### config.mk
export PLATFORM = sky130hd
export DESIGN_NAME = pbs_regs
export DESIGN_NICKNAME = d
export VERILOG_FILES = /design/src/pbs_tb_placeholder_none.sv /design/src/pbs_pkg.sv /design/src/pbs_ctx_if.sv /design/src/pbs_own_chk.sv /design/src/pbs_regs.sv
export SDC_FILE = /design/constraint.sdc
export NUM_CORES = 1
export LEC_CHECK = 0
export CAP_MARGIN = 20
export CORE_AREA = 2 2 92 94
export CTS_CLUSTER_DIAMETER = 120
export DETAILED_ROUTE_END_ITERATION = 8
export DIE_AREA = 0 0 94 96
export DONT_BUFFER_PORTS = 1
export GPL_TIMING_DRIVEN = 0
export PLACE_DENSITY = 0.62
export SLEW_MARGIN = 20
export SYNTH_ARGS = -nofsm -noshare
export SYNTH_HDL_FRONTEND = slang
export SYNTH_SLANG_ARGS = --single-unit
### constraint.sdc
create_clock -name clk_i -period 2.6 [get_ports clk_i]
set_input_delay 0.39 -clock clk_i [delete_from_list [all_inputs] [get_ports clk_i]]
set_output_delay 0.39 -clock clk_i [all_outputs]
set_load 0.02 [all_outputs]
### src/pbs_tb_placeholder_none.sv
// Purpose: intentionally empty compile unit
// Assumes: nothing
// Notes: no content
`timescale 1ns/100ps
`default_nettype none
`default_nettype wire

### src/pbs_pkg.sv
// Purpose: constants and types for the profiling buffer id/status bank
// Assumes: 64-bit system registers, reached by encoded access requests
// Notes: field positions and codes are shared by all design files
package pbs_pkg;
    // ------
    // register access encodings
    // ------
    localparam logic [1:0] ENC_OP0 = 2'h3;
    localparam logic [2:0] ENC_OP1 = 3'h0;
    localparam logic [3:0] ENC_CRN = 4'h9;
    localparam logic [3:0] ENC_CRM = 4'hA;
    localparam logic [2:0] ENC_OP2_ID = 3'h7;
    localparam logic [2:0] ENC_OP2_STATUS = 3'h3;
    localparam logic [5:0] TRAP_CLASS_SYSREG = 6'h18;

    // ------
    // identification register layout
    // ------
    localparam int ID_ALIGN_LSB = 0;
    localparam int ID_PROHIB_BIT = 4;
    localparam int ID_FLAGUPD_BIT = 5;
    localparam logic [3:0] ALIGN_MAX = 4'hB;

    // ------
    // status register layout
    // ------
    localparam int ST_EC_LSB = 26;
    localparam int ST_LOST_BIT = 19;
    localparam int ST_EA_BIT = 18;
    localparam int ST_SVC_BIT = 17;
    localparam int ST_COLLISION_FLAG_BIT = 16;
    localparam int ST_MSS_LSB = 0;
    localparam logic [5:0] EC_OTHER = 6'h00;
    localparam logic [5:0] EC_GPC = 6'h1E;
    localparam logic [5:0] EC_IMPDEF = 6'h1F;
    localparam logic [5:0] EC_S1_ABORT = 6'h24;
    localparam logic [5:0] EC_S2_ABORT = 6'h25;
    localparam logic [5:0] EC_RESET = 6'h00;
    localparam logic [15:0] MSS_RESET = 16'h0000;
    localparam logic [1:0] E2PB_HIGHER = 2'h0;

    // ------
    // exception levels and security states
    // ------
    localparam logic [1:0] EL0 = 2'h0;
    localparam logic [1:0] EL1 = 2'h1;
    localparam logic [1:0] EL2 = 2'h2;
    localparam logic [1:0] EL3 = 2'h3;
    typedef enum logic [1:0] {
        SEC_SECURE,
        SEC_NONSECURE,
        SEC_REALM,
        SEC_ROOT
    } pbs_sec_t;
endpackage

### src/pbs_ctx_if.sv
// Purpose: carries the privilege context to the ownership checker
// Assumes: all signals on the core clock
// Notes: src drives context, chk answers with the prohibited flag
`timescale 1ns/100ps
`default_nettype none
interface pbs_ctx_if;
    logic [1:0] el;
    pbs_pkg::pbs_sec_t sec;
    logic have_el3;
    logic have_el2;
    logic sel2_impl;
    logic sel2_en;
    logic realm_extension_present;
    logic [1:0] top_level_buffer_owner_ctrl;
    logic top_level_owner_extension;
    logic [1:0] level2_buffer_owner_ctrl;
    logic prohibited;
    modport src (
        output el, sec, have_el3, have_el2, sel2_impl, sel2_en,
        output realm_extension_present, top_level_buffer_owner_ctrl,
        output top_level_owner_extension, level2_buffer_owner_ctrl,
        input prohibited
    );
    modport chk (
        input el, sec, have_el3, have_el2, sel2_impl, sel2_en,
        input realm_extension_present, top_level_buffer_owner_ctrl,
        input top_level_owner_extension, level2_buffer_owner_ctrl,
        output prohibited
    );
endinterface
`default_nettype wire

### src/pbs_own_chk.sv
// Purpose: decides whether buffer programming is prohibited here
// Assumes: context is stable in the cycle it is read
// Notes: purely combinational
`timescale 1ns/100ps
`default_nettype none
module pbs_own_chk (
    // context and answer
    pbs_ctx_if.chk ctx
);
    logic el12;
    logic e2pb_hi;
    logic own_ns;
    logic own_rl;
    logic is_s;
    logic is_ns;
    logic is_rl;

    // ------
    // decode of owner and current state
    // ------
    // owner: extension bit selects realm, else high bit of ctrl
    assign own_rl = ctx.realm_extension_present &
                    ctx.top_level_owner_extension;
    assign own_ns = !own_rl & ctx.top_level_buffer_owner_ctrl[1];
    assign el12 = (ctx.el == pbs_pkg::EL1) || (ctx.el == pbs_pkg::EL2);
    assign e2pb_hi = (ctx.level2_buffer_owner_ctrl ==
                      pbs_pkg::E2PB_HIGHER);
    assign is_s = (ctx.sec == pbs_pkg::SEC_SECURE);
    assign is_ns = (ctx.sec == pbs_pkg::SEC_NONSECURE);
    assign is_rl = (ctx.sec == pbs_pkg::SEC_REALM);

    // ------
    // prohibited flag per owner
    // ------
    always_comb begin
        ctx.prohibited = 1'b0;
        if (ctx.el == pbs_pkg::EL3) begin
            ctx.prohibited = 1'b0;
        end else if (ctx.have_el3 && own_rl) begin
            ctx.prohibited = ((is_ns || is_s) && el12) ||
                (is_rl && ctx.el == pbs_pkg::EL1 && e2pb_hi);
        end else if (ctx.have_el3 && own_ns) begin
            ctx.prohibited = (is_s && ctx.el == pbs_pkg::EL1) ||
                (is_s && ctx.el == pbs_pkg::EL2 && ctx.sel2_impl) ||
                (is_ns && ctx.el == pbs_pkg::EL1 && ctx.have_el2 &&
                 e2pb_hi) ||
                (ctx.realm_extension_present && is_rl && el12);
        end else if (ctx.have_el3) begin
            ctx.prohibited = (is_ns && el12) ||
                (ctx.realm_extension_present && is_rl && el12) ||
                (is_s && ctx.el == pbs_pkg::EL1 && ctx.sel2_impl &&
                 ctx.sel2_en && e2pb_hi);
        end else if (ctx.have_el2 && e2pb_hi) begin
            ctx.prohibited = (ctx.el == pbs_pkg::EL1);
        end
    end
endmodule
`default_nettype wire

### src/pbs_regs.sv
// What this block does
// - id prohibited flag reads 1 when programming not allowed, else 0.
// - secure owner: flag set for NS EL1/2, realm EL1/2, gated secure EL1.
// - non-secure owner: flag set for secure EL1/2, gated NS EL1, realm.
// - realm owner: flag set for NS and secure EL1/2, gated realm EL1.
// - no top level: EL1 prohibited when EL2 is present and ownership field is 00; else 0.
// - four-bit alignment field reports power-of-two pointer alignment.
// - nonzero alignment pads every written record to whole multiples.
// - id read undefined at EL0, trapped at EL1 by read trap, else returned.
// - status register holds syndrome of why buffer was stopped.
// - six-bit event class encodes cause; other codes reserved.
// - writing reserved event class leaves field value unknown.
// - warm reset leaves status fields unknown; no value relied upon. Here srst_i loads zero into every status field.
// - record-lost bit shows whether last record was complete.
// - asynchronous external abort event sets record-lost bit.
// - external abort bit set when abort detected, else reads zero.
// - service bit mirrors the buffer interrupt.
// - collision bit set once any collision recorded.
// - sixteen-bit syndrome carries event detail incl. fault status code.
// - prohibited flag is bit 4 and reads zero at top level.
//
// Purpose: id and status/syndrome system registers of a profiling buffer
// Assumes: one access request per cycle, answered on the next edge
// Notes: warm reset is srst_i; status fields take zero at reset
`timescale 1ns/100ps
`default_nettype none
module pbs_regs #(
    parameter logic [3:0] ALIGN_CODE = 4'h0,
    parameter bit FLAG_UPDATES = 1'b0,
    parameter bit SETS_ASYNC_LOST = 1'b1,
    parameter bit SETS_EXT_ABORT = 1'b1,
    parameter int LEN_W = 16
) (
    // clock and reset
    input wire logic clk_i,
    input wire logic srst_i,
    // register access request
    input wire logic req_valid_i,
    input wire logic req_write_i,
    input wire logic [1:0] req_op0_i,
    input wire logic [2:0] req_op1_i,
    input wire logic [3:0] req_crn_i,
    input wire logic [3:0] req_crm_i,
    input wire logic [2:0] req_op2_i,
    input wire logic [63:0] req_wdata_i,
    // access answer
    output logic resp_valid_o,
    output logic [63:0] resp_rdata_o,
    output logic resp_undef_o,
    output logic resp_trap_o,
    output logic [5:0] resp_trap_class_o,
    // privilege context
    input wire logic [1:0] cur_el_i,
    input wire logic [1:0] cur_sec_i,
    input wire logic have_el3_i,
    input wire logic have_el2_i,
    input wire logic el2_enabled_i,
    input wire logic sel2_impl_i,
    input wire logic sel2_en_i,
    input wire logic realm_extension_present_i,
    input wire logic fgt_enable_i,
    input wire logic fine_grained_read_trap_i,
    input wire logic [1:0] top_level_buffer_owner_ctrl_i,
    input wire logic top_level_owner_extension_i,
    input wire logic [1:0] level2_buffer_owner_ctrl_i,
    // management events from the write engine
    input wire logic evt_valid_i,
    input wire logic [5:0] evt_class_i,
    input wire logic [15:0] evt_syndrome_i,
    input wire logic evt_async_abort_i,
    input wire logic evt_partial_lost_i,
    input wire logic evt_ext_abort_i,
    input wire logic collision_i,
    // record padding
    input wire logic rec_valid_i,
    input wire logic [LEN_W-1:0] rec_len_i,
    output logic pad_valid_o,
    output logic [LEN_W-1:0] pad_len_o,
    // interrupt
    output logic profiling_buffer_interrupt_o
);
    // --------------------------------------------------------------
    // elaboration checks
    // --------------------------------------------------------------
    initial begin
        if (ALIGN_CODE > pbs_pkg::ALIGN_MAX) begin
            $error("alignment code above 2KB is not defined");
        end
        if (LEN_W < 12) begin
            $error("record length too narrow for 2KB padding");
        end
    end

    // --------------------------------------------------------------
    // decode helpers
    // --------------------------------------------------------------
    // true for an event class this implementation supports
    function automatic logic ec_supported(input logic [5:0] ec,
                                          input logic realm);
        logic ok;
        ok = 1'b0;
        if (ec == pbs_pkg::EC_OTHER || ec == pbs_pkg::EC_S1_ABORT ||
            ec == pbs_pkg::EC_S2_ABORT) begin
            ok = 1'b1;
        end else if (ec == pbs_pkg::EC_GPC ||
                     ec == pbs_pkg::EC_IMPDEF) begin
            ok = realm;
        end
        return ok;
    endfunction

    // true when encoding names the register given by op2
    function automatic logic enc_hit(input logic [15:0] enc,
                                     input logic [2:0] op2);
        return enc == {pbs_pkg::ENC_OP0, pbs_pkg::ENC_OP1,
                       pbs_pkg::ENC_CRN, pbs_pkg::ENC_CRM, op2};
    endfunction

    // --------------------------------------------------------------
    // ownership checker
    // --------------------------------------------------------------
    pbs_ctx_if ctx ();
    assign ctx.el = cur_el_i;
    assign ctx.sec = pbs_pkg::pbs_sec_t'(cur_sec_i);
    assign ctx.have_el3 = have_el3_i;
    assign ctx.have_el2 = have_el2_i;
    assign ctx.sel2_impl = sel2_impl_i;
    assign ctx.sel2_en = sel2_en_i;
    assign ctx.realm_extension_present = realm_extension_present_i;
    assign ctx.top_level_buffer_owner_ctrl = top_level_buffer_owner_ctrl_i;
    assign ctx.top_level_owner_extension = top_level_owner_extension_i;
    assign ctx.level2_buffer_owner_ctrl = level2_buffer_owner_ctrl_i;

    pbs_own_chk u_own_chk (
        .ctx (ctx.chk)
    );

    // --------------------------------------------------------------
    // status register state
    // --------------------------------------------------------------
    logic [5:0] ec_r;
    logic lost_r;
    logic ea_r;
    logic svc_r;
    logic collision_flag_r;
    logic [15:0] mss_r;
    logic [15:0] req_enc;
    logic hit_id;
    logic hit_st;
    logic st_wr;
    logic [63:0] id_val;
    logic [63:0] st_val;

    assign req_enc = {req_op0_i, req_op1_i, req_crn_i, req_crm_i, req_op2_i};
    assign hit_id = enc_hit(req_enc, pbs_pkg::ENC_OP2_ID);
    assign hit_st = enc_hit(req_enc, pbs_pkg::ENC_OP2_STATUS);
    // software writes only outside EL0
    assign st_wr = req_valid_i && req_write_i && hit_st &&
                   cur_el_i != pbs_pkg::EL0;

    // event class: event capture beats software write
    always_ff @(posedge clk_i) begin
        if (srst_i) begin
            ec_r <= pbs_pkg::EC_RESET;
        end else if (evt_valid_i) begin
            ec_r <= evt_class_i;
        end else if (st_wr) begin
            // reserved code leaves the old, now meaningless value
            if (ec_supported(req_wdata_i[pbs_pkg::ST_EC_LSB +: 6],
                             realm_extension_present_i)) begin
                ec_r <= req_wdata_i[pbs_pkg::ST_EC_LSB +: 6];
            end
        end
    end

    // syndrome word
    always_ff @(posedge clk_i) begin
        if (srst_i) begin
            mss_r <= pbs_pkg::MSS_RESET;
        end else if (evt_valid_i) begin
            mss_r <= evt_syndrome_i;
        end else if (st_wr) begin
            mss_r <= req_wdata_i[pbs_pkg::ST_MSS_LSB +: 16];
        end
    end

    // record lost flag
    always_ff @(posedge clk_i) begin
        if (srst_i) begin
            lost_r <= 1'b0;
        end else if (evt_valid_i) begin
            if (evt_async_abort_i) begin
                lost_r <= SETS_ASYNC_LOST;
            end else begin
                lost_r <= evt_partial_lost_i;
            end
        end else if (st_wr) begin
            lost_r <= req_wdata_i[pbs_pkg::ST_LOST_BIT];
        end
    end

    // external abort flag, reads zero when never set
    always_ff @(posedge clk_i) begin
        if (srst_i) begin
            ea_r <= 1'b0;
        end else if (evt_valid_i) begin
            ea_r <= SETS_EXT_ABORT & evt_ext_abort_i;
        end else if (st_wr) begin
            ea_r <= SETS_EXT_ABORT & req_wdata_i[pbs_pkg::ST_EA_BIT];
        end
    end

    // service flag: set by any event, set wins over clear
    always_ff @(posedge clk_i) begin
        if (srst_i) begin
            svc_r <= 1'b0;
        end else if (evt_valid_i) begin
            svc_r <= 1'b1;
        end else if (st_wr) begin
            svc_r <= req_wdata_i[pbs_pkg::ST_SVC_BIT];
        end
    end

    // collision flag: sticky, set wins over clear
    always_ff @(posedge clk_i) begin
        if (srst_i) begin
            collision_flag_r <= 1'b0;
        end else if (collision_i) begin
            collision_flag_r <= 1'b1;
        end else if (st_wr) begin
            collision_flag_r <= req_wdata_i[pbs_pkg::ST_COLLISION_FLAG_BIT];
        end
    end

    // interrupt follows the service bit
    assign profiling_buffer_interrupt_o = svc_r;

    // --------------------------------------------------------------
    // read values
    // --------------------------------------------------------------
    always_comb begin
        id_val = 64'h0;
        id_val[pbs_pkg::ID_ALIGN_LSB +: 4] = ALIGN_CODE;
        id_val[pbs_pkg::ID_PROHIB_BIT] = ctx.prohibited;
        id_val[pbs_pkg::ID_FLAGUPD_BIT] = FLAG_UPDATES;
    end

    always_comb begin
        st_val = 64'h0;
        st_val[pbs_pkg::ST_EC_LSB +: 6] = ec_r;
        st_val[pbs_pkg::ST_LOST_BIT] = lost_r;
        st_val[pbs_pkg::ST_EA_BIT] = ea_r;
        st_val[pbs_pkg::ST_SVC_BIT] = svc_r;
        st_val[pbs_pkg::ST_COLLISION_FLAG_BIT] = collision_flag_r;
        st_val[pbs_pkg::ST_MSS_LSB +: 16] = mss_r;
    end

    // --------------------------------------------------------------
    // access answer, one cycle after the request
    // --------------------------------------------------------------
    logic resp_valid_r;
    logic [63:0] rdata_r;
    logic undef_r;
    logic trap_r;
    logic [5:0] trap_class_r;
    logic id_trap;

    // fine-grained trap of id reads taken at EL1
    assign id_trap = el2_enabled_i && (have_el3_i || fgt_enable_i) &&
                     fine_grained_read_trap_i;

    always_ff @(posedge clk_i) begin
        if (srst_i) begin
            resp_valid_r <= 1'b0;
            rdata_r <= 64'h0;
            undef_r <= 1'b0;
            trap_r <= 1'b0;
            trap_class_r <= 6'h00;
        end else begin
            resp_valid_r <= req_valid_i;
            rdata_r <= 64'h0;
            undef_r <= 1'b0;
            trap_r <= 1'b0;
            trap_class_r <= 6'h00;
            if (!req_valid_i) begin
                undef_r <= 1'b0;
            end else if (hit_id) begin
                if (req_write_i || cur_el_i == pbs_pkg::EL0) begin
                    undef_r <= 1'b1;
                end else if (cur_el_i == pbs_pkg::EL1 && id_trap) begin
                    trap_r <= 1'b1;
                    trap_class_r <= pbs_pkg::TRAP_CLASS_SYSREG;
                end else begin
                    rdata_r <= id_val;
                end
            end else if (hit_st) begin
                if (cur_el_i == pbs_pkg::EL0) begin
                    undef_r <= 1'b1;
                end else if (!req_write_i) begin
                    rdata_r <= st_val;
                end
            end else begin
                undef_r <= 1'b1;
            end
        end
    end

    assign resp_valid_o = resp_valid_r;
    assign resp_rdata_o = rdata_r;
    assign resp_undef_o = undef_r;
    assign resp_trap_o = trap_r;
    assign resp_trap_class_o = trap_class_r;

    // --------------------------------------------------------------
    // record padding to the advertised alignment
    // --------------------------------------------------------------
    logic [LEN_W-1:0] pad_mask;
    logic [LEN_W-1:0] pad_sum;
    logic pad_valid_r;
    logic [LEN_W-1:0] pad_len_r;

    assign pad_mask = LEN_W'((1 << ALIGN_CODE) - 1);
    assign pad_sum = LEN_W'(rec_len_i + pad_mask);

    always_ff @(posedge clk_i) begin
        if (srst_i) begin
            pad_valid_r <= 1'b0;
            pad_len_r <= '0;
        end else begin
            pad_valid_r <= rec_valid_i;
            pad_len_r <= pad_sum & ~pad_mask;
        end
    end

    assign pad_valid_o = pad_valid_r;
    assign pad_len_o = pad_len_r;
endmodule
`default_nettype wire

==> metrics.cfg, run 1 <==
[clock_tree]
cts_hold_buf=0
htree_levels=3
clk_latency_ps=340
tritoncts.num_buffers=9
post_cts_resized=0
clock_input_transition_at_the_sequential_cells_of_the_worst_setup_and_hold_paths_ps=80
clock_tree_from_tritoncts=built
cts_setup_buffers=0
cts.sink_count=72
cts-root-to-sink-buffers=2
clock-root-buffer=sky130_fd_sc_hd__clkbuf_8

[logic_synthesis]
synth-warning-count=0
unique_cell_type_count_in_the_yosys_netlist=37
synth_async_sr_flop_share=0
post_synth_inst_count=301
synth_most_common_cell=sky130_fd_sc_hd__dfxtp_1
synth_commonest_cells=sky130_fd_sc_hd__dfxtp_1 (72), sky130_fd_sc_hd__buf_4 (44), sky130_fd_sc_hd__nor2_1 (31), sky130_fd_sc_hd__and2_1 (25), sky130_fd_sc_hd__mux2i_1 (23)
synth_top_cell_area_share=0.4627
ys_dominant_reg_cell=sky130_fd_sc_hd__dfxtp_1
netlist_area_mm2=0.003115
register_bit_total_from_synthesis=72
synth.area.top_cells=sky130_fd_sc_hd__dfxtp_1 (46%), sky130_fd_sc_hd__buf_4 (11%), sky130_fd_sc_hd__mux2i_1 (7.4%)
post_synth.cell_area_avg_um2=10.35
synth-edff-count=0
synth_seq_area_share=0.4627
synth_area_leader_cell=sky130_fd_sc_hd__dfxtp_1

[sta]
clock.fmax_mhz=466.5
finClkSkew_ps=9.937
final_period_minus_worst_setup_slack_ps=2144
finalHoldViolCount=0
final_max_slew_viol_count=0
fin_tns_setup_ps=0
slew_headroom=0.6532
grt_setup_unrepaired=no
timing.final.setup_violations=0
worst_margin_pin_slew_ps=520.2
share_of_the_clock_period_used_by_the_worst_path=0.8246

[finish]
filler_cell_count=788
num_antenna_cells=0
final_cell_count_no_fill=462
synthToLayoutAreaGrowth_pct=15.42
register_area_mm2=0.001441
multi_input_combinational_cell_area_mm2=0.001416
fin_nets=503
drive_gt1_frac=0.2325

[floorplan]
rows=33
die_h_um=96
initial_core_util=0.3869
design.portCount=236
die_w_um=94
die-area_mm2=0.009024
core_region_area_mm2=0.008051

[setup_path]
critical_path_arrival_ps=2360
start_kind=input pin
reg2reg_to=profiling_buffer_interrupt_o$_SDFFE_PP0P_
reg2reg_slack_ps=1680
cp_data_required_time_ps=2820
cp-endpoint=mss_r[2]$_SDFFE_PP0P_
setup.worst_path.class=input pin to flip-flop
path_cells=inv_1, ha_1, nor4b_2, nand4_1, nor3_4, buf_6, mux2_1, mux2i_1, nor2_1
slowest_stage=sky130_fd_sc_hd__nor3_4
critical_path.max_stage_delay_ps=470
worst_r2r_path_depth=3
cp_max_fo=10
r2r-start=profiling_buffer_interrupt_o$_SDFFE_PP0P_
cp-end-kind=flip-flop
worst_setup_path_startpoint=cur_el_i[1]

[routing]
detail_route.vias_per_cell=4.494
route.detailed.drc=0
dr.pass1.iters=4
detailedRoute.firstIterationViolations=19
vias=2076
antenna_left=0
routedWlPerCell_um=14.84
drt-total-wl_mm=6.857

[grt]
grt_util_all_layers=0.1476
grt_start_max_net_pins=13
global_route_wire_length_before_repair_mm=9.887
antenna_violations_before_repair=0
first_global_vias=1954
grt-ovfl-total=0

[run]
cap_viol_max_count=0

[power]
max-vdd-ir-drop_v=0.0002451
p_leak_nw=1.666
power_density_mw_per_mm2=637.7

[place]
port-buffer-count=0
hpwlAfterDp_mm=5.253
placedCellCount=447
routabilityCongestion=0.7660

[outcome]
run_status=finished, final reports clean

[worst_hold_path]
path_type_of_the_worst_min_delay_path=input pin to flip-flop

[registers in the layout (all words and copies together) (netlist names), 6 cells and up]
name and flops:
ec_r 6, mss_r 16, resp_rdata_o 26, pad_len_o 16
[metal layers]
layer / vias to the layer above / GRT usage / routed length, um / part of all wire
met4: 0 / 0.08454 / 174 / 0.025
met5: - / 0 / 0 / 0
met3: 14 / 0.05795 / 768 / 0.11
met2: 130 / 0.2494 / 3341 / 0.49
li1: 1014 / - / - / -
met1: 918 / 0.1575 / 2573 / 0.38
[per-stage QoR]
| stage | area [um2] | hold WS [ps] | util | total power, W | setup WS [ps] |
|---|---|---|---|---|---|
| global placement | 3401 | 425.6 | 0.4224 | 0.001430 | 98.73 |
| global route | 3596 | 155.2 | 0.4466 | 0.002393 | 293.2 |
| CTS | 3596 | 132.5 | 0.4466 | 0.002320 | 411.9 |
| finish | 3596 | 151.2 | 0.4466 | 0.002293 | 456.2 |
| floorplan | 3269 | 421.4 | - | 0.001407 | 429.6 |
| detailed placement | 3401 | 433.7 | 0.4224 | 0.001436 | 22.67 |
[worst max-delay path: cells and delay by family]
family	cells	cell delay, ps
mux	2	490
simple gates	4	1020
fa+ha+maj	1	190
buf+inv	2	280
[worst min path at each step]
stage                                        from                         endpoint  slack, ps  depth (start not counted)
finish                               req_op2_i[2]  resp_trap_class_o[3]$_SDFF_PP0_        150                          2
CTS                                  req_op2_i[2]  resp_trap_class_o[3]$_SDFF_PP0_        130                          2
global route                         req_op2_i[2]  resp_trap_class_o[3]$_SDFF_PP0_        160                          2
global placement           mss_r[10]$_SDFFE_PP0P_      resp_rdata_o[10]$_SDFF_PP0_        430                          1
floorplan           collision_flag_r$_SDFFE_PP0P_      resp_rdata_o[16]$_SDFF_PP0_        420                          1
detailed placement  collision_flag_r$_SDFFE_PP0P_      resp_rdata_o[16]$_SDFF_PP0_        430                          1
[cells by family after synthesis]
logic type	after synthesis	share of synthesized area
and+or+nand+nor	102	0.1932
DFF	72	0.4626
buffers and inverters	60	0.1321
muxes	46	0.1570
AOI/OAI and AO/OA	15	0.03373
adders and majority gates	5	0.02008
other	1	0.001204
[placed cells by master, fill, tap and decap left out, types with 3 or more instances in the layout]
cell type                    count
sky130_fd_sc_hd__and2_1         25
sky130_fd_sc_hd__inv_1           4
sky130_fd_sc_hd__mux2_2          8
sky130_fd_sc_hd__clkinvlp_4      3
sky130_fd_sc_hd__nand2_1         4
sky130_fd_sc_hd__a21oi_1         5
sky130_fd_sc_hd__buf_4          44
sky130_fd_sc_hd__clkbuf_1        4
sky130_fd_sc_hd__nor2_1         31
sky130_fd_sc_hd__buf_2           3
sky130_fd_sc_hd__mux2_1         15
sky130_fd_sc_hd__clkbuf_8       10
sky130_fd_sc_hd__conb_1         42
sky130_fd_sc_hd__ha_1            5
sky130_fd_sc_hd__nor2b_1        22
sky130_fd_sc_hd__a211oi_1        4
sky130_fd_sc_hd__nand4_1         5
sky130_fd_sc_hd__mux2i_1        23
sky130_fd_sc_hd__dfxtp_1        72
[where the power goes]
part	switching (W)	internal, W
combinational	0.000123	0.000107
sequential	0.0000368	0.00114
clock	0.000422	0.000462
[final cells by class]
type,count,share of cell area
inverter,4,0.004175
multi-input combinational,210,0.3939
tap,105,0.03653
clock buffer,10,0.03827
buffer,56,0.1103
sequential,72,0.4008
clock inverter,5,0.01601
Note: power is estimated with default switching activity, not from simulation.
==> inputs of run 2 (changes only) <==
Settings changed: ABC_AREA set to 1, CORE_AREA 2 2 92 94 to 2 2 91 93, DIE_AREA 0 0 94 96 to 0 0 93 95, PLACE_DENSITY 0.62 to 0.67.
Clock period 2.6 ns to 2.1 ns, I/O delays scaled along.
==> metrics.cfg, run 2 <==
[routing]
dr.pass1.iters=5  ; +1
routedWlPerCell_um=12.48  ; -16%
vias=2736  ; +32%
route.detailed.drc=0  ; unchanged
detail_route.vias_per_cell=4.399  ; -2.1%
antenna_left=0  ; unchanged
detailedRoute.firstIterationViolations=78  ; +59
drt-total-wl_mm=7.761  ; +13%

[setup_path]
reg2reg_slack_ps=1250  ; -430 ps
worst_r2r_path_depth=2  ; -1
slowest_stage=sky130_fd_sc_hd__dfxtp_1
start_kind=flip-flop
critical_path.max_stage_delay_ps=470  ; about the same
reg2reg_to=profiling_buffer_interrupt_o$_SDFFE_PP0P_
r2r-start=profiling_buffer_interrupt_o$_SDFFE_PP0P_
setup.worst_path.class=flip-flop to primary output
cell_family_with_the_largest_share_of_critical_path_delay=flip-flops
path_cells=buf_4
critical_path_arrival_ps=1000  ; -1360 ps
cp-end-kind=primary output
cp_data_required_time_ps=1780  ; -1040 ps
cp_max_fo=3  ; -7
worst-path-buf-inv=1  ; -1

[finish]
register_area_mm2=0.001441  ; unchanged
post-route-cell-area_mm2=0.003913  ; +8.8%
drive_gt1_frac=0.1857  ; -0.04681
num_antenna_cells=0  ; unchanged
multi_input_combinational_cell_area_mm2=0.001411  ; -0.35%
filler_cell_count=818  ; +3.8%
most-common-layout-cells=sky130_fd_sc_hd__nor2_1 (97), sky130_fd_sc_hd__nand2_1 (84), sky130_fd_sc_hd__dfxtp_1 (72)
final_cell_count_no_fill=622  ; +35%
fin_nets=662  ; +32%
largest_register_ffs=26  ; unchanged
final_common_cell=sky130_fd_sc_hd__nor2_1
synthToLayoutAreaGrowth_pct=15.90

[logic_synthesis]
netlist_area_mm2=0.003376  ; +8.4%
post_synth.cell_area_avg_um2=7.339  ; -29%
synth_area_leader_cell=sky130_fd_sc_hd__dfxtp_1
post_synth_inst_count=460  ; +53%
synth_top_cell_area_share=0.4270  ; -0.03567
synth_most_common_cell=sky130_fd_sc_hd__nor2_1
synth_async_sr_flop_share=0  ; unchanged
unique_cell_type_count_in_the_yosys_netlist=31  ; -16%
synth.area.top_cells=sky130_fd_sc_hd__dfxtp_1 (43%), sky130_fd_sc_hd__nor2_1 (11%), sky130_fd_sc_hd__buf_4 (9.8%)
synth-edff-count=0  ; unchanged
synth_seq_area_share=0.4270  ; -0.03567
ys_dominant_reg_cell=sky130_fd_sc_hd__dfxtp_1
synth-warning-count=0  ; unchanged
register_bit_total_from_synthesis=72  ; unchanged
synth_commonest_cells=sky130_fd_sc_hd__nor2_1 (97), sky130_fd_sc_hd__nand2_1 (84), sky130_fd_sc_hd__dfxtp_1 (72), sky130_fd_sc_hd__inv_1 (61), sky130_fd_sc_hd__buf_4 (44)

[sta]
final_max_slew_viol_count=0  ; unchanged
finalHoldViolCount=0  ; unchanged
timing.final.setup_violations=0  ; unchanged
share_of_the_clock_period_used_by_the_worst_path=0.6266
finClkSkew_ps=9.375  ; -0.5624 ps
slew_headroom=0.6520  ; -0.001162
clock.fmax_mhz=760.0
final_period_minus_worst_setup_slack_ps=1316
grt_setup_unrepaired=no
fin_tns_setup_ps=0  ; unchanged
worst_margin_pin_slew_ps=522.0  ; +1.744 ps

[clock_tree]
cts-root-to-sink-buffers=2  ; unchanged
cts_setup_buffers=0  ; unchanged
post_cts_resized=0  ; unchanged
clock_input_transition_at_the_sequential_cells_of_the_worst_setup_and_hold_paths_ps=80  ; about the same
clock-root-buffer=sky130_fd_sc_hd__clkbuf_8
cts.sink_count=72  ; unchanged
htree_levels=3  ; unchanged
clk_latency_ps=340  ; about the same
clock_tree_from_tritoncts=built
tritoncts.num_buffers=9  ; unchanged
cts_hold_buf=0  ; unchanged

[floorplan]
rows=33  ; unchanged
initial_core_util=0.4258  ; +0.03887
design.portCount=236  ; unchanged
die_h_um=95  ; -1.0%
die-area_mm2=0.008835  ; -2.1%
core_region_area_mm2=0.007928  ; -1.5%
die_w_um=93  ; -1.1%

[grt]
antenna_violations_before_repair=0  ; unchanged
global_route_wire_length_before_repair_mm=11.53  ; +17%
grt-ovfl-total=0  ; unchanged
grt_util_all_layers=0.1725  ; +0.02488
first_global_vias=2433  ; +25%
grt_start_max_net_pins=15  ; +2

[place]
port-buffer-count=0  ; unchanged
routabilityCongestion=0.8340  ; +8.9%
detailed_place.area_mm2=0.003661  ; +7.7%
placedCellCount=606  ; +36%
hpwlAfterDp_mm=6.349  ; +21%

[worst_hold_path]
start_point_of_the_worst_min_delay_path=rec_len_i[3]
hold-path-cell-count=2  ; unchanged
path_type_of_the_worst_min_delay_path=input pin to flip-flop
whs_endpoint=pad_len_o[3]$_SDFF_PP0_

[power]
max-vdd-ir-drop_v=0.0003665  ; +50%
power.total_w=0.003193  ; +39%
p_leak_nw=2.004  ; +20%
power_density_mw_per_mm2=816.2  ; +28%

[run]
cap_viol_max_count=0  ; unchanged

[outcome]
run_status=finished, final reports clean

[run 2: cell count changes in the layout (fill, tap and decap cells not counted), sizes merged, moves of 19 or more]
cell and delta:
nand2 +83, nor2 +80, inv +62, nand3 +33
and2 -25, mux2 -23, nor2b -22, mux2i -19
[run 2: layer usage]
metal	global-route usage	routed length [um]
met4	0.04779	50
met2	0.3098	3819
met5	0	0
met1	0.1888	3152
met3	0.06864	739
[run 2: stage by stage]
stage / utilization / setup WS (ps) / hold slack [ps]
global route: 0.4935 / 735.8 / 37.25
detailed placement: 0.4618 / 514.8 / 417.3
CTS: 0.4935 / 749.1 / 46.29
finish: 0.4935 / 784.1 / 72.03
global placement: 0.4618 / 552.2 / 412.8
floorplan: - / 714.1 / 408.7
[run 2: worst max path at each step]
stage / start / to / slack, ps / cells past startpoint
finish: resp_trap_class_o[3]$_SDFF_PP0_ / resp_trap_class_o[4] / 780 / 1
global route: resp_trap_class_o[3]$_SDFF_PP0_ / resp_trap_class_o[4] / 740 / 1
CTS: resp_trap_class_o[3]$_SDFF_PP0_ / resp_trap_class_o[4] / 750 / 1
detailed placement: cur_el_i[1] / resp_rdata_o[18]$_SDFF_PP0_ / 510 / 8
global placement: evt_valid_i / mss_r[12]$_SDFFE_PP0P_ / 550 / 7
floorplan: cur_el_i[0] / resp_rdata_o[17]$_SDFF_PP0_ / 710 / 8
[run 2: cell type report]
cell class / count / share of cell area
sequential: 72 / 0.3684
clock buffer: 9 / 0.03166
multi-input combinational: 306 / 0.3607
inverter: 64 / 0.06140
clock inverter: 7 / 0.03262
buffer: 59 / 0.1116
tap: 105 / 0.03358
[run 2: where the power goes]
part           internal (W)  switching, W  total [W]
clock              0.000805      0.000549    0.00135
combinational      0.000140      0.000226   0.000366
sequential          0.00142     0.0000518    0.00147
total               0.00237      0.000827    0.00319
[run 2: kinds of logic after synthesis]
family,share of synthesized area
buffers and inverters,0.2005
muxes,0.01186
adders and majority gates,0.01853
AOI/OAI and AO/OA,0.02410
and+or+nand+nor,0.3169
other,0.001111
DFF,0.4270
==> inputs of run 3 (changes only) <==
Settings changed: ABC_AREA 1 to 0, CORE_AREA 2 2 91 93 to 2 2 92 94, DIE_AREA 0 0 93 95 to 0 0 94 96, PLACE_DENSITY 0.67 to 0.62.
Clock period 2.1 ns to 1.3 ns, I/O delays scaled along.
==> metrics.cfg, run 3 (synthesis gave the netlist of run 1 again) <==
[setup_path]
r2r-start=profiling_buffer_interrupt_o$_SDFFE_PP0P_
worst-path-buf-inv=3  ; +2
worst_setup_path_startpoint=cur_el_i[1]
cell_family_with_the_largest_share_of_critical_path_delay=simple AND/OR/NAND/NOR gates
cp_max_fo=6  ; +3
start_kind=input pin
critical_path_arrival_ps=1920  ; +920 ps
slowest_stage=sky130_fd_sc_hd__mux2_4
cp-end-kind=flip-flop
cp_data_required_time_ps=1520  ; -260 ps
reg2reg_to=profiling_buffer_interrupt_o$_SDFFE_PP0P_
cp-endpoint=mss_r[10]$_SDFFE_PP0P_
timing.critical_path.depth=10  ; +9
worst_r2r_path_depth=3  ; +1
path_cells=inv_16, ha_4, nor4b_4, nand4_1, nor3_4, buf_6, buf_12, mux2_4, mux2i_2, nor2_1
setup.worst_path.class=input pin to flip-flop
reg2reg_slack_ps=330  ; -920 ps
critical_path.max_stage_delay_ps=310  ; -160 ps

[finish]
multi_input_combinational_cell_area_mm2=0.001539  ; +9.0%
final_common_cell=sky130_fd_sc_hd__dfxtp_1
fin_nets=553  ; -16%
largest_register_ffs=26  ; unchanged
most-common-layout-cells=sky130_fd_sc_hd__dfxtp_1 (72), sky130_fd_sc_hd__buf_4 (49), sky130_fd_sc_hd__conb_1 (42)
drive_gt1_frac=0.3064  ; +0.1207
filler_cell_count=715  ; -13%
final_cell_count_no_fill=513  ; -18%
num_antenna_cells=0  ; unchanged
synthToLayoutAreaGrowth_pct=37.63
register_area_mm2=0.001441  ; unchanged
finish.utilization=0.5326  ; +0.03903

[worst_hold_path]
path_type_of_the_worst_min_delay_path=input pin to flip-flop

[outcome]
run_status=finished, violations left
failed_checks=setup timing

[grt]
grtUsageMet1=0.1907  ; +0.001861
globalRouteMet3Util=0.06969  ; +0.001059
grt_start_max_net_pins=15  ; unchanged
grt-busiest-layer=met2
antenna_violations_before_repair=0  ; unchanged
grt_util_all_layers=0.1676  ; -0.004842
grtUsageMet2=0.2881  ; -0.02169
first_global_vias=2284  ; -6.1%
global_route_wire_length_before_repair_mm=11.37  ; -1.4%
grt-ovfl-total=0  ; unchanged

[power]
max-vdd-ir-drop_v=0.0007422  ; +100%
power_density_mw_per_mm2=1109  ; +36%
p_leak_nw=1.948  ; -2.8%

[place]
hpwlAfterDp_mm=5.131  ; -19%
placedCellCount=447  ; -26%
port-buffer-count=0  ; unchanged
routabilityCongestion=0.7170  ; -14%

[sta]
final_period_minus_worst_setup_slack_ps=1702
finalHoldViolCount=0  ; unchanged
fin_tns_setup_ps=-15710  ; -15710 ps
slew_headroom=0.5754  ; -0.07664
timing.final.ws_setup_ps=-402.3  ; -1186 ps
clock.fmax_mhz=587.4
grt_setup_unrepaired=yes
final_max_slew_viol_count=0  ; unchanged
timing.final.setup_violations=53  ; +53
worst_margin_pin_slew_ps=628.7  ; +106.7 ps
share_of_the_clock_period_used_by_the_worst_path=1.309
finClkSkew_ps=7.654  ; -1.721 ps

[floorplan]
design.portCount=236  ; unchanged
rows=33  ; unchanged
core_region_area_mm2=0.008051  ; +1.6%
initial_core_util=0.3869  ; -0.03887
die_h_um=96  ; +1.1%
die-area_mm2=0.009024  ; +2.1%
die_w_um=94  ; +1.1%

[clock_tree]
clock_tree_from_tritoncts=built
tritoncts.num_buffers=9  ; unchanged
clk_latency_ps=340  ; about the same
cts-root-to-sink-buffers=2  ; unchanged
cts.sink_count=72  ; unchanged
htree_levels=3  ; unchanged
clock-root-buffer=sky130_fd_sc_hd__clkbuf_8
clock_input_transition_at_the_sequential_cells_of_the_worst_setup_and_hold_paths_ps=80  ; about the same

[routing]
dr.pass1.iters=4  ; -1
drt-total-wl_mm=7.660  ; -1.3%
vias=2264  ; -17%
detail_route.vias_per_cell=4.413  ; +0.33%
route.detailed.drc=0  ; unchanged
antenna_left=0  ; unchanged
detailedRoute.firstIterationViolations=32  ; -59%
routedWlPerCell_um=14.93  ; +20%

[run]
cap_viol_max_count=0  ; unchanged

-- run 3: cell types whose count changed in the layout (fill, tap and decap cells not counted), moves of 5 or more --
cell / before / now
sky130_fd_sc_hd__buf_4: 44 / 49
sky130_fd_sc_hd__nand3_1: 33 / 2
sky130_fd_sc_hd__dlygate4sd3_1: 0 / 33
sky130_fd_sc_hd__and2_1: 0 / 21
sky130_fd_sc_hd__nand2_1: 84 / 4
sky130_fd_sc_hd__nor2_1: 97 / 31
sky130_fd_sc_hd__mux2i_1: 4 / 22
sky130_fd_sc_hd__mux2_4: 0 / 17
sky130_fd_sc_hd__inv_1: 61 / 2
sky130_fd_sc_hd__nor2b_1: 0 / 22
sky130_fd_sc_hd__nor2_2: 12 / 0
sky130_fd_sc_hd__mux2_2: 0 / 6
-- run 3: metal layers --
layer | routed length [um] | vias to the layer above
li1 | - | 1118
met1 | 3070 | 1023
met2 | 3881 | 119
met3 | 647 | 4
met4 | 60 | 0
met5 | 0 | -
-- run 3: stage by stage --
step           hold WS [ps]  worst slack [ps]  instance area, um2  total power (W)
6_report              11.43            -402.3                4288         0.004757
3_3_place_gp          319.6            -870.6                3505         0.002892
2_1_floorplan         314.2            -619.8                3373         0.002843
3_5_place_dp          332.9            -901.2                3505         0.002904
5_1_grt               5.372            -498.1                4288         0.005017
4_1_cts              0.9916            -311.7                4240         0.004818
-- run 3: report_power, final --
group	internal, W	switching [W]	total, W
clock network	0.000909	0.000895	0.00180
registers	0.00229	0.0000776	0.00236
logic	0.000314	0.000274	0.000589
-- run 3: layout make-up --
class	instances	area share
multi-input cells	211	0.3589
flip-flops and latches	72	0.3362
well taps	105	0.03064
repair buffers	49	0.1176
plain buffers	56	0.1001
clock inverters	7	0.01868
clock buffers	9	0.02889
inverters	4	0.009046
-- run 3: worst min path at each step --
stage	startpoint	to	slack, ps	depth (start not counted)
detailed placement	collision_i	collision_flag_r$_SDFFE_PP0P_	330	2
finish	evt_syndrome_i[12]	mss_r[12]$_SDFFE_PP0P_	10	2
floorplan	req_op2_i[2]	resp_trap_class_o[3]$_SDFF_PP0_	310	2
CTS	evt_syndrome_i[9]	mss_r[9]$_SDFFE_PP0P_	1	2
global placement	req_op2_i[2]	resp_trap_class_o[3]$_SDFF_PP0_	320	2
global route	evt_syndrome_i[12]	mss_r[12]$_SDFFE_PP0P_	5	2
-- run 3: worst reg2reg max path: stages, from the launching register on --
cell and delay (ps):
sky130_fd_sc_hd__dfxtp_1 410, sky130_fd_sc_hd__nor2b_1 170, sky130_fd_sc_hd__a211oi_1 220, sky130_fd_sc_hd__nor2_1 60
-- run 3: repair_timing --
item	CTS	global route
endpoints found under the setup margin	51	53
hold buffers	33	0
resized for setup	18	15
cloned	5	0
pin swaps	7	6
hold endpoints to repair	33	0
buffers inserted	10	4
